[src/rtl/hvs_pkg.sv]
// Constants, tables and types for the high-voltage shutdown sequencer
package hvs_pkg;

    // ==========================================================
    // Clock, tick and sample format
    localparam int HVS_CLK_MHZ   = 20;                      // System clock rate
    localparam int HVS_TICK_US   = 10;                      // Timer tick period in microseconds
    localparam int HVS_TICK_CYC  = HVS_TICK_US * HVS_CLK_MHZ; // Cycles per timer tick
    localparam int HVS_SMP_W     = 12;                      // Sense sample width, units of 10 mV
    localparam int HVS_TIME_W    = 17;                      // Timer width in ticks

    // ==========================================================
    // Hysteresis of 1.5 percent as a ratio against 1000
    localparam logic [21:0] HVS_HYST_LO  = 22'h00_03D9;     // 985
    localparam logic [21:0] HVS_HYST_HI  = 22'h00_03F7;     // 1015
    localparam logic [21:0] HVS_HYST_DEN = 22'h00_03E8;     // 1000

    // ==========================================================
    // Register offsets (byte addresses)
    localparam logic [7:0] HVS_REG_BAT_THR  = 8'h00;
    localparam logic [7:0] HVS_REG_IGN_THR  = 8'h04;
    localparam logic [7:0] HVS_REG_BAT_TIME = 8'h08;
    localparam logic [7:0] HVS_REG_IGN_TIME = 8'h0C;
    localparam logic [7:0] HVS_REG_FAULT    = 8'h10;
    localparam logic [7:0] HVS_REG_STATUS   = 8'h14;

    // Fault bit positions
    localparam int HVS_FLT_OV  = 0;
    localparam int HVS_FLT_UV  = 1;
    localparam int HVS_FLT_OFF = 2;

    // Turn-off code that selects rising-edge trigger mode
    localparam logic [3:0] HVS_EDGE_MODE_CODE = 4'h9;

    // ==========================================================
    // Threshold tables, 10 mV units, entry 15 first, entry 0 last
    localparam logic [15:0][11:0] HVS_OV_TAB = {
        12'h528, 12'h4B0, 12'h5F3, 12'h586, 12'h384, 12'h318, 12'h44C, 12'h3DE,
        12'h898, 12'h7BC, 12'hB0D, 12'h9AB, 12'h6BA, 12'h630, 12'h672, 12'h708};
    localparam logic [15:0][11:0] HVS_UV_TAB = {
        12'h44C, 12'h48D, 12'h3DE, 12'h412, 12'h528, 12'h556, 12'h4B0, 12'h4D6,
        12'h2B7, 12'h2EB, 12'h258, 12'h289, 12'h384, 12'h3AF, 12'h320, 12'h34B};
    localparam logic [15:0][11:0] HVS_ON_TAB = {
        12'h318, 12'h34B, 12'h384, 12'h3AF, 12'h3DE, 12'h5F3, 12'h7BC, 12'h9AB,
        12'h12C, 12'h14A, 12'h1C2, 12'h1DD, 12'h258, 12'h289, 12'h2BC, 12'h2EB};
    localparam logic [15:0][11:0] HVS_OFF_TAB = {
        12'h34B, 12'h318, 12'h3AF, 12'h384, 12'h5F3, 12'h3DE, 12'h000, 12'h7BC,
        12'h14A, 12'h12C, 12'h1DD, 12'h1C2, 12'h289, 12'h258, 12'h28A, 12'h2B7};

    // ==========================================================
    // Timing tables in ticks, entry 7 first, entry 0 last
    localparam logic [7:0][16:0] HVS_BAT_HOLD_TAB = {
        17'h0_0007, 17'h0_07D0, 17'h0_0FA0, 17'h0_1770,
        17'h0_1F40, 17'h0_2710, 17'h0_3A98, 17'h0_4E20};
    localparam logic [7:0][16:0] HVS_BAT_DELAY_TAB = {
        17'h0_0007, 17'h0_1388, 17'h0_2710, 17'h0_4E20,
        17'h0_9C40, 17'h1_3880, 17'h1_86A0, 17'h1_D4C0};
    localparam logic [7:0][16:0] HVS_IGN_HOLD_TAB = {
        17'h0_0007, 17'h0_4E20, 17'h0_2710, 17'h0_1388,
        17'h0_0FA0, 17'h0_0BB8, 17'h0_07D0, 17'h0_03E8};
    localparam logic [7:0][16:0] HVS_IGN_DELAY_TAB = {
        17'h0_0007, 17'h1_D4C0, 17'h1_86A0, 17'h1_3880,
        17'h0_9C40, 17'h0_4E20, 17'h0_1388, 17'h0_2710};

    // ==========================================================
    // Types
    typedef enum logic [1:0] {
        HVS_CH_IDLE  = 2'b00,
        HVS_CH_DELAY = 2'b01,
        HVS_CH_OFF   = 2'b10,
        HVS_CH_HOLD  = 2'b11
    } hvsChState_t;

    typedef struct packed {
        logic [11:0] battery;                               // Battery sample, 10 mV units
        logic [11:0] ignition;                              // Ignition sample, 10 mV units
    } hvsSense_t;

    typedef struct packed {
        logic [3:0] batOv;
        logic [3:0] batUv;
        logic [3:0] ignOn;
        logic [3:0] ignOff;
        logic [2:0] batHold;
        logic [2:0] batDelay;
        logic [2:0] ignHold;
        logic [2:0] ignDelay;
    } hvsCfg_t;

    // All codes zero select the power-on defaults
    localparam hvsCfg_t HVS_CFG_RST = '0;

endpackage : hvs_pkg

[src/rtl/hvs_sequencer.sv]
// High-voltage shutdown sequencer with APB register access
`timescale 1ns/1ps
module hvs_sequencer #(
    parameter int TICK_CYCLES = hvs_pkg::HVS_TICK_CYC
) (
    input  wire logic              clk_sys,
    input  wire logic              sys_rst,
    input  wire logic              psel,
    input  wire logic              penable,
    input  wire logic              pwrite,
    input  wire logic [7:0]        paddr,
    input  wire logic [31:0]       pwdata,
    output logic      [31:0]       prdata,
    output logic                   pready,
    output logic                   pslverr,
    input  wire hvs_pkg::hvsSense_t sense,
    output logic                   supplyOffN,
    output logic                   powerLossWarningN,
    output logic                   resetOutN,
    output logic                   internalRegulatorEn
);
    import hvs_pkg::*;

    // ==========================================================
    // Helper functions
    // Address decode shared by write enable and error answer; the read multiplexer decodes paddr itself
    function automatic logic isMapped(input logic [7:0] a);
        isMapped = (a == HVS_REG_BAT_THR) || (a == HVS_REG_IGN_THR) || (a == HVS_REG_BAT_TIME) ||
                   (a == HVS_REG_IGN_TIME) || (a == HVS_REG_FAULT) || (a == HVS_REG_STATUS);
    endfunction

    // Comparator with hysteresis; over selects rising-threshold sense
    function automatic logic hystCmp(input logic act, input logic [11:0] s,
                                     input logic [11:0] thr, input logic over);
        logic [21:0] sScaled;
        logic [21:0] tLo;
        logic [21:0] tHi;
        sScaled = {10'd0, s} * HVS_HYST_DEN;
        tLo     = {10'd0, thr} * HVS_HYST_LO;
        tHi     = {10'd0, thr} * HVS_HYST_HI;
        if (over) begin
            hystCmp = act ? !(sScaled < tLo) : (s > thr);
        end else begin
            hystCmp = act ? !(sScaled > tHi) : (s < thr);
        end
    endfunction

    // ==========================================================
    // Declarations
    hvsCfg_t                 cfg_r;
    logic [2:0]              fault_r;
    logic                    ovAct_r;
    logic                    uvAct_r;
    logic                    onAct_r;
    logic                    offAct_r;
    logic                    onActPrev_r;
    logic                    regOn_r;
    logic [15:0]             tickCnt_r;
    logic                    tick;
    hvsChState_t             chState_r [2];
    logic [HVS_TIME_W-1:0]   chCnt_r   [2];
    logic [1:0]              trig;
    logic [HVS_TIME_W-1:0]   delayTicks [2];
    logic [HVS_TIME_W-1:0]   holdTicks  [2];
    logic                    edgeMode;
    logic                    offIgnored;
    logic                    anyOff;
    logic                    anyActive;
    logic                    wrEn;
    logic                    rdSetup;
    logic [2:0]              faultSet;
    logic [11:0]             thrOv;
    logic [11:0]             thrUv;
    logic [11:0]             thrOn;
    logic [11:0]             thrOff;
    logic [31:0]             rdData;

    // ==========================================================
    // APB slave: zero wait states, read data captured in setup
    assign wrEn    = psel && penable && pwrite && isMapped(paddr);
    assign rdSetup = psel && !penable && !pwrite;
    assign pready  = psel && penable;
    assign pslverr = psel && penable && !isMapped(paddr);

    // Read multiplexer
    always_comb begin
        rdData = 32'h0000_0000;
        unique case (paddr)
            HVS_REG_BAT_THR:  rdData[7:0] = {cfg_r.batUv, cfg_r.batOv};
            HVS_REG_IGN_THR:  rdData[7:0] = {cfg_r.ignOff, cfg_r.ignOn};
            HVS_REG_BAT_TIME: rdData[6:0] = {cfg_r.batDelay, 1'b0, cfg_r.batHold};
            HVS_REG_IGN_TIME: rdData[6:0] = {cfg_r.ignDelay, 1'b0, cfg_r.ignHold};
            HVS_REG_FAULT:    rdData[2:0] = fault_r;
            HVS_REG_STATUS:   rdData[11:0] = {chState_r[1], chState_r[0], edgeMode, regOn_r,
                                              powerLossWarningN, supplyOffN,
                                              offAct_r, onAct_r, uvAct_r, ovAct_r};
            default:          rdData = 32'h0000_0000;
        endcase
    end

    // Read data register
    always_ff @(posedge clk_sys or posedge sys_rst) begin
        if (sys_rst) begin
            prdata <= 32'h0000_0000;
        end else if (rdSetup) begin
            prdata <= rdData;
        end
    end

    // Configuration registers; zero codes are the defaults
    always_ff @(posedge clk_sys or posedge sys_rst) begin
        if (sys_rst) begin
            cfg_r <= HVS_CFG_RST;
        end else if (wrEn) begin
            unique case (paddr)
                HVS_REG_BAT_THR: begin
                    cfg_r.batOv <= pwdata[3:0];
                    cfg_r.batUv <= pwdata[7:4];
                end
                HVS_REG_IGN_THR: begin
                    cfg_r.ignOn  <= pwdata[3:0];
                    cfg_r.ignOff <= pwdata[7:4];
                end
                HVS_REG_BAT_TIME: begin
                    cfg_r.batHold  <= pwdata[2:0];
                    cfg_r.batDelay <= pwdata[6:4];
                end
                HVS_REG_IGN_TIME: begin
                    cfg_r.ignHold  <= pwdata[2:0];
                    cfg_r.ignDelay <= pwdata[6:4];
                end
                default: ;
            endcase
        end
    end

    // ==========================================================
    // Threshold and timing lookup
    assign thrOv  = HVS_OV_TAB[cfg_r.batOv];
    assign thrUv  = HVS_UV_TAB[cfg_r.batUv];
    assign thrOn  = HVS_ON_TAB[cfg_r.ignOn];
    assign thrOff = HVS_OFF_TAB[cfg_r.ignOff];
    assign edgeMode   = (cfg_r.ignOff == HVS_EDGE_MODE_CODE);
    assign offIgnored = edgeMode || (thrOff > thrOn);

    assign delayTicks[0] = HVS_BAT_DELAY_TAB[cfg_r.batDelay];
    assign holdTicks[0]  = HVS_BAT_HOLD_TAB[cfg_r.batHold];
    assign delayTicks[1] = HVS_IGN_DELAY_TAB[cfg_r.ignDelay];
    assign holdTicks[1]  = HVS_IGN_HOLD_TAB[cfg_r.ignHold];

    // Timer tick divider
    always_ff @(posedge clk_sys or posedge sys_rst) begin
        if (sys_rst) begin
            tickCnt_r <= 16'h0000;
        end else if (tickCnt_r == 16'(TICK_CYCLES - 1)) begin
            tickCnt_r <= 16'h0000;
        end else begin
            tickCnt_r <= tickCnt_r + 16'h0001;
        end
    end
    assign tick = (tickCnt_r == 16'(TICK_CYCLES - 1));

    // ==========================================================
    // Hysteresis comparators
    always_ff @(posedge clk_sys or posedge sys_rst) begin
        if (sys_rst) begin
            ovAct_r     <= 1'b0;
            uvAct_r     <= 1'b0;
            onAct_r     <= 1'b0;
            offAct_r    <= 1'b0;
            onActPrev_r <= 1'b0;
        end else begin
            ovAct_r     <= hystCmp(ovAct_r, sense.battery, thrOv, 1'b1);
            uvAct_r     <= hystCmp(uvAct_r, sense.battery, thrUv, 1'b0);
            onAct_r     <= hystCmp(onAct_r, sense.ignition, thrOn, 1'b1);
            offAct_r    <= hystCmp(offAct_r, sense.ignition, thrOff, 1'b0);
            onActPrev_r <= onAct_r;
        end
    end

    // Regulator enable: waits for a valid ignition condition
    always_ff @(posedge clk_sys or posedge sys_rst) begin
        if (sys_rst) begin
            regOn_r <= 1'b0;
        end else if (!regOn_r) begin
            regOn_r <= edgeMode ? (onAct_r && !onActPrev_r) : onAct_r;
        end
    end

    // ==========================================================
    // Shutdown triggers: battery window, ignition turn-off
    assign trig[0] = ovAct_r || uvAct_r;
    assign trig[1] = regOn_r && offAct_r && !offIgnored;

    // Per-channel delay/hold sequencers
    for (genvar ch = 0; ch < 2; ch++) begin : gCh
        always_ff @(posedge clk_sys or posedge sys_rst) begin
            if (sys_rst) begin
                chState_r[ch] <= HVS_CH_IDLE;
                chCnt_r[ch]   <= '0;
            end else begin
                unique case (chState_r[ch])
                    HVS_CH_IDLE: begin
                        chCnt_r[ch] <= '0;
                        if (trig[ch]) begin
                            chState_r[ch] <= HVS_CH_DELAY;
                        end
                    end
                    HVS_CH_DELAY: begin
                        if (!trig[ch]) begin
                            chState_r[ch] <= HVS_CH_IDLE;
                        end else if (tick) begin
                            if (chCnt_r[ch] + 1'b1 >= delayTicks[ch]) begin
                                chState_r[ch] <= HVS_CH_OFF;
                                chCnt_r[ch]   <= '0;
                            end else begin
                                chCnt_r[ch] <= chCnt_r[ch] + 1'b1;
                            end
                        end
                    end
                    HVS_CH_OFF: begin
                        chCnt_r[ch] <= '0;
                        if (!trig[ch]) begin
                            chState_r[ch] <= HVS_CH_HOLD;
                        end
                    end
                    HVS_CH_HOLD: begin
                        if (trig[ch]) begin
                            chState_r[ch] <= HVS_CH_OFF;
                            chCnt_r[ch]   <= '0;
                        end else if (tick) begin
                            if (chCnt_r[ch] + 1'b1 >= holdTicks[ch]) begin
                                chState_r[ch] <= HVS_CH_IDLE;
                                chCnt_r[ch]   <= '0;
                            end else begin
                                chCnt_r[ch] <= chCnt_r[ch] + 1'b1;
                            end
                        end
                    end
                endcase
            end
        end
    end

    // ==========================================================
    // Fault detection register: set wins over write-one-to-clear
    assign faultSet[HVS_FLT_OV]  = (chState_r[0] == HVS_CH_IDLE) && trig[0] && ovAct_r;
    assign faultSet[HVS_FLT_UV]  = (chState_r[0] == HVS_CH_IDLE) && trig[0] && uvAct_r;
    assign faultSet[HVS_FLT_OFF] = (chState_r[1] == HVS_CH_IDLE) && trig[1];

    always_ff @(posedge clk_sys or posedge sys_rst) begin
        if (sys_rst) begin
            fault_r <= 3'h0;
        end else begin
            fault_r <= (fault_r & ~((wrEn && paddr == HVS_REG_FAULT) ? pwdata[2:0] : 3'h0))
                       | faultSet;
        end
    end

    // ==========================================================
    // Output drivers
    assign anyOff    = (chState_r[0] inside {HVS_CH_OFF, HVS_CH_HOLD}) ||
                       (chState_r[1] inside {HVS_CH_OFF, HVS_CH_HOLD});
    assign anyActive = (chState_r[0] != HVS_CH_IDLE) || (chState_r[1] != HVS_CH_IDLE) ||
                       trig[0] || trig[1];

    always_ff @(posedge clk_sys or posedge sys_rst) begin
        if (sys_rst) begin
            supplyOffN          <= 1'b0;
            resetOutN           <= 1'b0;
            powerLossWarningN   <= 1'b1;
            internalRegulatorEn <= 1'b0;
        end else begin
            supplyOffN          <= regOn_r && !anyOff;
            resetOutN           <= regOn_r && !anyOff;
            powerLossWarningN   <= !(regOn_r && anyActive);
            internalRegulatorEn <= regOn_r;
        end
    end

endmodule // hvs_sequencer

[config.mk]
export PLATFORM = sky130hd
export DESIGN_NAME = hvs_sequencer
export DESIGN_NICKNAME = d
export VERILOG_FILES = /design/src/rtl/hvs_pkg.sv /design/src/rtl/hvs_sequencer.sv
export SDC_FILE = /design/constraint.sdc
export NUM_CORES = 1
export LEC_CHECK = 0
export BUFFER_PORTS_ARGS = -buffer_cell sky130_fd_sc_hd__buf_4
export CORE_MARGIN = 3
export CORE_UTILIZATION = 57
export CTS_CLUSTER_DIAMETER = 100
export DETAILED_ROUTE_END_ITERATION = 6
export GPL_ROUTABILITY_DRIVEN = 0
export PLACE_DENSITY = 0.75
export SYNTH_ARGS = -nofsm -noshare
export SYNTH_HDL_FRONTEND = slang
export SYNTH_SLANG_ARGS = --single-unit
[constraint.sdc]
create_clock -name clk_sys -period 10.1 [get_ports clk_sys]
set_input_delay 1.01 -clock clk_sys [delete_from_list [all_inputs] [get_ports clk_sys]]
set_output_delay 1.01 -clock clk_sys [all_outputs]
set_load 0.005 [all_outputs]
* Word-level counts from Yosys, hierarchy flattened
Memory sizes are Yosys's and may differ from the RTL's.
Cells that the tools add are included.
** Storage, ports and cells
- Bits in registers :: 106
- Memory bits (read-only) :: 1312
- Bits of input ports :: 69
- Memories kept :: 8
** Cells by class
- $add $sub $neg :: 3
- $mul :: 6
- $lt $le $gt $ge :: 21
- Equality and inequality tests :: 29
- Muxes and demuxes :: 52
- Bitwise gates (word level) :: 3
- Reduce and logical (&&, ||, !) cells :: 55
** Memories
- (name not given) :: depth 16, width 12, rd ports 1, clocked after Yosys merged registers in 0, wr ports 0, line hvs_sequencer.sv:142 : assign thrOff = HVS_OFF_TAB[cfg_r.ignOff];
- (name not given) :: depth 16, width 12, rd ports 1, clocked after Yosys merged registers in 0, wr ports 0, line hvs_sequencer.sv:141 : assign thrOn = HVS_ON_TAB[cfg_r.ignOn];
- (name not given) :: depth 16, width 12, rd ports 1, clocked after Yosys merged registers in 0, wr ports 0, line hvs_sequencer.sv:140 : assign thrUv = HVS_UV_TAB[cfg_r.batUv];
- (name not given) :: depth 16, width 12, rd ports 1, clocked after Yosys merged registers in 0, wr ports 0, line hvs_sequencer.sv:139 : assign thrOv = HVS_OV_TAB[cfg_r.batOv];
- (name not given) :: depth 8, width 17, rd ports 1, clocked after Yosys merged registers in 0, wr ports 0, line hvs_sequencer.sv:149 : assign holdTicks[1] = HVS_IGN_HOLD_TAB[cfg_r.ignHold];
- (name not given) :: depth 8, width 17, rd ports 1, clocked after Yosys merged registers in 0, wr ports 0, line hvs_sequencer.sv:148 : assign delayTicks[1] = HVS_IGN_DELAY_TAB[cfg_r.ignDelay];
- 2 more memories
** Operator list (number)
- 17-bit 2-to-1 mux :: 16
- 17-bit case mux with 3 select lines :: 2
- 12-bit by 10-bit multiplier with 22-bit output, second input constant :: 4
- 17-bit greater-or-equal comparator :: 4
- 12-bit 2-to-1 mux :: 4
- 22-bit greater-than comparator :: 2
- 22-bit less-than comparator :: 2
- 12-bit by 7-bit multiplier with 19-bit output, second input constant :: 2
- 12-bit greater-than comparator :: 3
- 17-bit by 1-bit adder with 17-bit output, second input constant :: 2
- 2-bit 2-to-1 mux :: 16
- 12-bit less-than comparator :: 2
- 3-bit != test, second input constant :: 8
- 4-bit by 5-bit less-than comparator with 1-bit output, second input constant :: 4
- 4-bit case mux with 5 select lines :: 1
- 3-bit case mux with 6 select lines :: 1
- 16-bit by 1-bit adder with 16-bit output, second input constant :: 1
- 16-bit by 8-bit equality test with 1-bit output, second input constant :: 1
- 8-bit by 4-bit equality test with 1-bit output, second input constant :: 2
- 8-bit by 5-bit equality test with 1-bit output, second input constant :: 2
- 1-bit logical AND :: 16
- 3-bit by 4-bit less-than comparator with 1-bit output, second input constant :: 4
- 16-bit 2-to-1 mux :: 1
- 2-bit != test, second input constant :: 8
- 21 further kinds :: 61

* Longest topological paths before layout
Gate-level depths: netlist (run 1).
- Depth after elaboration :: 12
- Depth in mapped cells :: 37
- Depth with buffers taken out :: 37

* Least setup slack after synthesis (run 1)
Ideal clock, no wire load.
- Kind :: register to register
- Start point :: register cfg_r[22] in the netlist's numbering
- End point :: register uvAct_r
- Setup time :: 0.094 ns
- Arrival time :: 7.561 ns
- Slack :: 2.446 ns
- Cell stages (with the launch flop) :: 33
- Clock period less this slack :: 7.654 ns
- Cell sequence :: dfrtp_1 -> clkbuf_1 -> clkbuf_1 -> mux2i_1 -> o21ai_0 -> inv_1 -> fa_1 -> inv_1 -> fa_1 -> fa_1 -> fa_1 -> inv_1 -> fa_1 -> inv_1 -> ha_1 -> nand4_1 -> a2111oi_1 -> or3_1 -> a21oi_1 -> o21bai_1 -> a21oi_1 -> xnor2_1 -> ha_1 -> a21o_1 -> a21o_1 -> a21o_1 -> a21oi_1 -> nor2b_1 -> o21ai_0 -> nand2b_1 -> a221oi_1 -> a31oi_1 -> a211oi_1
** Between the ends
- Word-level cells in the longest chain between the ends :: 6
- Elaborated cells between the ends (all ways) :: 7
- Classes of those cells :: mul (1); order compare (2); mux (2); reduce/logical (1); memory (1)
** Ends and longest elaborated chain
- start: declaration :: line hvs_sequencer.sv:50 : hvsCfg_t cfg_r;
- memory 16 x 12 bit *
- 12-bit 2-to-1 mux (implied by the code) * :: line hvs_sequencer.sv:140
- 12-bit by 10-bit multiplier with 22-bit output :: line hvs_sequencer.sv:40 : tHi = {10'd0, thr} * HVS_HYST_HI;
- 22-bit greater-than comparator :: line hvs_sequencer.sv:44 : hystCmp = act ? !(sScaled > tHi) : (s < thr);
- 1-bit zero test :: line hvs_sequencer.sv:44
- 1-bit 2-to-1 mux * :: line hvs_sequencer.sv:44
- end signal: assignment :: line hvs_sequencer.sv:174 : uvAct_r <= hystCmp(uvAct_r, sense.battery, thrUv, 1'b0);
- end: declaration :: line hvs_sequencer.sv:53 : logic uvAct_r;
Every way passes the cells marked *; elsewhere a longest branch is shown, timed or not. The select of a mux whose other input is x is not followed.
A chain may end at the register's enable or synchronous reset.

* Worst setup path after layout (run 1)
- Start point :: register cfg_r[21] in the netlist's numbering
- End point :: register uvAct_r
Same word-level chain as after synthesis.

==> flow_metrics.py, run 1 <==
metrics = {
    "status": {
        "status": "completed",
    },
    "placement": {
        "place_ws_ns": 1.55,
        "dpl_cell_area_um2": 26500,
        "detailed_place_hpwl_um": 49500,
        "portBuffers": 62,
    },
    "layout": {
        "drive_gt1_share_pct": 4.86,
        "nets": 3741,
        "n_fill_cell": 3679,
        "num_antenna_cells": 0,
        "stdcell_area_um2": 26800,
        "syn2layout_area_growth_pct": 5.19,
    },
    "setup_path": {
        "worstSetupPathType": "register to register",
        "crit_arrival_ns": 8.83,
        "cp_slowest_stage_delay_ns": 0.59,
        "worstPathRequired_ns": 10.39,
        "cpMaxStageDelayCell": "fa_1",
        "crit_path_start_kind": "register",
        "end_kind": "register",
        "cp_max_fo": 10,
    },
    "clock_network": {
        "postCtsHoldBufs": 0,
        "cts_sinks": 106,
        "htree_levels": 3,
        "cts-root-buf": "clkbuf_16",
        "clk_pin_slew_worst_paths_ns": 0.08,
        "clkLatencyLatePin_ns": 0.38,
        "cts_tree": "yes",
        "cts.path.max_buffers": 2,
        "post_cts_resized": 0,
        "cts_setup_buffers": 0,
        "cts_buffers": 9,
    },
    "floorplanning": {
        "fp-row-count": 76,
        "fp.dieH_um": 217,
        "initial_core_util_pct": 58.4,
        "fp.dieW_um": 217,
        "die_area_um2": 47300,
        "core_area_um2": 43600,
        "io_pins": 107,
    },
    "synthesis": {
        "synth.distinct_cells": 80,
        "synthArstFlopShare_pct": 100,
        "synth_edf_count": 0,
        "yosysWarnings": 0,
        "syn_area_per_cell_um2": 9.17,
        "mappedNetlistArea_um2": 25500,
        "synth_ff_type": "dfrtp_1",
        "yosysSeqAreaShare_pct": 10.4,
        "netlist_instances": 2777,
        "synth-seq-cells": 106,
    },
    "global_route": {
        "grt_usage_pct": 25.2,
        "grt_pass1_vias": 20400,
        "antenna_found_initial": 0,
        "overflow": 0,
        "grt_max_degree": 84,
        "grt_pass1_wl_um": 98600,
    },
    "timing": {
        "skew_ns": 0.0166,
        "relSlewSlack_pct": 28.1,
        "fin_crit_ns": 8.54,
        "drv_slew": 0,
        "rsz0062_at_grt": "no",
        "final.setup.tns_ns": 0,
        "hold_viol_final": 0,
        "finalSetupViolCount": 0,
        "worstMarginPinSlew_ns": 1.07,
        "setup_slack_ns": 1.56,
        "worst_hold_slack_ns": 0.485,
        "fmax_mhz": 117,
        "finalCritPeriodShare_pct": 84.5,
    },
    "power": {
        "total_power_uw": 7990,
        "power.leakage_uw": 0.0141,
        "ir_drop_v": 0.000371,
        "power_density_nw_per_um2": 298,
    },
    "routing": {
        "vias": 19400,
        "first_pass_iters": 5,
        "ant_nets": 0,
        "drt_iter0_drc": 1024,
        "finalWirelength_um": 58200,
        "viasPerCell": 5.71,
        "wl_per_cell_um": 17.1,
        "drc_errors": 0,
    },
    "min_path": {
        "min_path_type": "register to register",
    },
    "flow_run": {
        "max-cap-violations": 0,
    },
}
power breakdown:
part | internal, uW | total, uW | switching, uW
sequential | 465 | 535 | 69.5
clock | 207 | 385 | 178
combinational | 3140 | 7070 | 3920
per-layer routing:
metal	GRT usage [%]	routed length, um	vias up
met1	32.4	25600	9485
met4	7.37	1700	0
met3	3.20	2110	99
met5	0	0	-
li1	-	-	9524
met2	44.7	28800	340
stage by stage:
stage	cells	util (%)
after global routing	3405	61.4
after global placement	3389	60.7
after CTS	3405	61.4
final	3405	61.4
after detailed placement	3389	60.7
after floorplan	2796	-
worst paths after layout:
| kind | from | slack (ns) | endpoint | depth (start not counted) |
|---|---|---|---|---|
| max in group asynchronous | sys_rst | 8.09 | chCnt_r[33] | 3 |
| max | cfg_r[21] | 1.56 | uvAct_r | 32 |
| min in group asynchronous | sys_rst | 0.61 | offAct_r | 2 |
| max reg2reg | cfg_r[21] | 1.56 | uvAct_r | 32 |
| min reg2reg | tickCnt_r[15] | 0.49 | tickCnt_r[15] | 1 |
| min | tickCnt_r[15] | 0.49 | tickCnt_r[15] | 1 |
sequential cells by signal, summed over array words and instances, names as in the netlist, 2 cells and up, named ones only:
signal and flops:
chState_r 2, tickCnt_r 16, cfg_r 28, fault_r 3, prdata 12, chCnt_r 34
cell type report:
type / count / area [um^2] / area share [%]
clock buffers: 11 / 253 / 0.943
clock inverters: 5 / 61.3 / 0.229
inverters: 430 / 1620 / 6.03
multi-input cells: 2198 / 21000 / 78.2
flip-flops and latches: 106 / 2650 / 9.90
well taps: 585 / 732 / 2.73
repair buffers: 70 / 526 / 1.96
critical path: cells and delay by family, from the launching register on:
kind | cells | cell delay, ns
fa+ha+maj | 8 | 3.67
compound gates | 13 | 2.78
buf+inv | 5 | 0.70
flops | 1 | 0.54
simple gates | 4 | 0.54
xor+xnor | 1 | 0.14
mux | 1 | 0.08
cell families after synthesis:
family	Yosys count	synth area share, %
multiplexers	48	2.15
flip-flops	106	10.4
other	1	0.0147
buffers and inverters	492	7.63
AO/OA/AOI/OAI	524	13.2
AND/OR/NAND/NOR	601	11.8
XOR/XNOR	146	5.02
adder cells (fa/ha/maj)	859	49.8
synth_stat cells, types with 12 or more instances:
| master | number | share of area (%) |
|---|---|---|
| nor2b_1 | 41 | 1.0 |
| mux2i_1 | 32 | 1.3 |
| o21bai_1 | 12 | 0.35 |
| buf_4 | 21 | 0.62 |
| or2_2 | 18 | 0.44 |
| a21oi_1 | 144 | 2.8 |
| nor2_1 | 119 | 1.8 |
| a211oi_1 | 13 | 0.38 |
| dfrtp_1 | 105 | 10 |
| nand3_1 | 58 | 1.1 |
| a21boi_0 | 14 | 0.41 |
| o31ai_1 | 16 | 0.47 |
| nand4_1 | 31 | 0.76 |
| nand2b_1 | 47 | 1.2 |
| inv_1 | 429 | 6.3 |
| o21ai_0 | 129 | 2.5 |
| nor3_1 | 37 | 0.73 |
| a22o_1 | 24 | 0.83 |
| xor2_1 | 63 | 2.2 |
| clkbuf_1 | 23 | 0.34 |
| or3_1 | 12 | 0.29 |
| and3_1 | 25 | 0.61 |
| fa_1 | 259 | 20 |
| and2_1 | 15 | 0.37 |
| a21o_1 | 79 | 2.3 |
| xnor2_1 | 83 | 2.9 |
| o21a_1 | 25 | 0.74 |
| ha_1 | 598 | 29 |
| nand2_1 | 161 | 2.4 |
cells in the final DEF (no fill, tap or decap), drive strengths merged, types with 5 or more instances in the layout:
cell	netlist	routed
nand4	32	32
xor2	63	63
or2	18	18
a31o	5	5
clkbuf	24	11
and3	25	25
conb	1	20
or3	12	12
nand3	58	58
a21oi	146	146
nor2	120	120
o22ai	5	5
o21ai	129	129
nor2b	41	41
buf	38	70
and4	5	5
o31ai	16	16
inv	430	431
a2111oi	6	6
nor3	37	37
nand2	161	161
a21boi	14	14
o2111ai	6	6
o21bai	12	12
dfrtp	105	105
ha	598	598
xnor2	83	83
a22o	24	24
o21a	25	25
nor4	11	11
fa	259	259
and2	16	16
a31oi	5	5
mux2	11	11
mux2i	33	33
nand2b	47	47
a21o	79	79
a211oi	14	14
Note: power is estimated with default switching activity, not from simulation.
==> run 2, diff against run 1 <==
Clock period 10.1 ns to 8.44 ns, I/O delays scaled along.
==> flow_metrics.py, run 2 (synthesized netlist as in run 1, its figures left out) <==
metrics = {
    "status": {
        "status": "completed",
    },
    "setup_path": {
        "rr_startpoint": "cfg_r[20]",
        "cp_slowest_stage_delay_ns": 0.54,
        "crit_end": "uvAct_r",
        "crit_start": "cfg_r[20]",
        "cp_max_fo": 10,
        "reg2regPathDepth": 34,
        "crit_arrival_ns": 8.25,
        "worstPathRequired_ns": 8.72,
        "rr_endpoint": "uvAct_r",
        "end_kind": "register",
        "r2r_slack_ns": 0.47,
        "path_delay_family": "adder cells",
        "cpMostUsedCell": "ha_1",
        "cp_num_cells": 34,
        "critPathBufInv": 3,
        "crit_path_start_kind": "register",
        "cpMaxStageDelayCell": "fa_1",
        "worstSetupPathType": "register to register",
    },
    "routing": {
        "drc_errors": 0,
        "ant_nets": 0,
        "vias": 19500,
        "viasPerCell": 5.70,
        "drt_iter0_drc": 949,
        "wl_per_cell_um": 16.9,
        "finalWirelength_um": 57900,
        "first_pass_iters": 5,
    },
    "flow_run": {
        "max-cap-violations": 0,
    },
    "clock_network": {
        "cts_sinks": 106,
        "cts-root-buf": "clkbuf_16",
        "cts_tree": "yes",
        "clkLatencyLatePin_ns": 0.36,
        "cts_buffers": 9,
        "cts.path.max_buffers": 2,
        "htree_levels": 3,
        "clk_pin_slew_worst_paths_ns": 0.08,
    },
    "layout": {
        "stdcell_count": 3415,
        "nets": 3751,
        "num_antenna_cells": 0,
        "stdcell_area_um2": 26900,
        "largest_registers": "chCnt_r: 34 flops, cfg_r: 28 flops, tickCnt_r: 16 flops",
        "regMostFlops": "chCnt_r",
        "final_common_cell": "ha_1",
        "syn2layout_area_growth_pct": 5.61,
        "final_cell_mix": "ha_1 (597), inv_1 (428), fa_1 (259)",
        "drive_gt1_share_pct": 5.48,
        "largest_reg_flops": 34,
    },
    "floorplanning": {
        "fp-row-count": 76,
        "initial_core_util_pct": 58.4,
        "io_pins": 107,
        "core_area_um2": 43600,
        "fp.dieW_um": 217,
        "fp.dieH_um": 217,
        "die_area_um2": 47300,
    },
    "placement": {
        "dp_cells": 3396,
        "dpl_cell_area_um2": 26500,
        "detailed_place_hpwl_um": 49200,
        "portBuffers": 62,
        "place_ws_ns": 0.0307,
    },
    "power": {
        "power_density_nw_per_um2": 359,
        "ir_drop_v": 0.000426,
        "power.leakage_uw": 0.0141,
    },
    "timing": {
        "relSlewSlack_pct": 26.3,
        "drv_slew": 0,
        "fin_crit_ns": 7.97,
        "worstMarginPinSlew_ns": 1.11,
        "hold_viol_final": 0,
        "skew_ns": 0.0107,
        "fmax_mhz": 125,
        "finalCritPeriodShare_pct": 94.5,
        "finalSetupViolCount": 0,
        "rsz0062_at_grt": "no",
        "setup_slack_ns": 0.467,
        "final.setup.tns_ns": 0,
        "worst_hold_slack_ns": 0.449,
    },
    "global_route": {
        "grt_max_degree": 84,
        "grt_pass1_wl_um": 99000,
        "grt_usage_pct": 25.2,
        "antenna_found_initial": 0,
        "overflow": 0,
        "grt_pass1_vias": 20400,
    },
    "min_path": {
        "min_path_type": "input pin to async pin",
    },
}
[run 2: power by group]
group,switching (uW),internal [uW],total [uW]
clock,210,261,471
combinational,4750,3780,8530
sequential,85.1,557,642
total,5040,4600,9650
[run 2: worst min path at each step]
stage	startpoint	end	cells after the start
after global routing	sys_rst	cfg_r[1]	2
after CTS	sys_rst	chCnt_r[12]	2
after floorplan	onAct_r	onActPrev_r	0
after detailed placement	tickCnt_r[15]	tickCnt_r[15]	1
after global placement	tickCnt_r[15]	tickCnt_r[15]	1
final	sys_rst	cfg_r[1]	2
[run 2: area by class of cell]
cell class | count | area (um^2)
Clock inverter | 6 | 88.8
Fill cell | 3621 | 16700
Multi-Input combinational cell | 2198 | 21000
Sequential cell | 106 | 2660
Inverter | 430 | 1620
Clock buffer | 10 | 229
Timing Repair Buffer | 80 | 601
Tap cell | 585 | 732
[run 2: metrics by stage]
| step | util [%] | total power, uW |
|---|---|---|
| after floorplan | - | 7180 |
| after global placement | 60.8 | 8660 |
| after detailed placement | 60.8 | 9040 |
| after CTS | 61.5 | 9600 |
| after global routing | 61.6 | 10800 |
| final | 61.6 | 9650 |
[run 2: worst register-to-register path, delay by kind of cell (launching register included)]
kind | cells | cell delay, ns
AO/OA/AOI/OAI | 15 | 2.52
XOR/XNOR | 2 | 0.34
adder cells (fa/ha/maj) | 9 | 3.44
buffers and inverters | 3 | 0.24
flip-flops | 1 | 0.48
AND/OR/NAND/NOR | 5 | 0.86
[run 2: timing repair]
item                                    in CTS  in global routing
resized for setup                            0                 10
endpoints found under the setup margin       0                  3
buffers inserted                             0                  3
hold buffers                                 0                  0
[run 2: layer usage]
| metal | wire length (um) | vias to the layer above | GRT usage (%) | part of all wire, % |
|---|---|---|---|---|
| met5 | 0 | - | 0 | 0 |
| met2 | 29000 | 370 | 45.4 | 50 |
| met1 | 25900 | 9487 | 33.1 | 45 |
| met4 | 1080 | 0 | 5.02 | 1.9 |
| met3 | 1910 | 77 | 2.33 | 3.3 |
| li1 | - | 9534 | - | - |
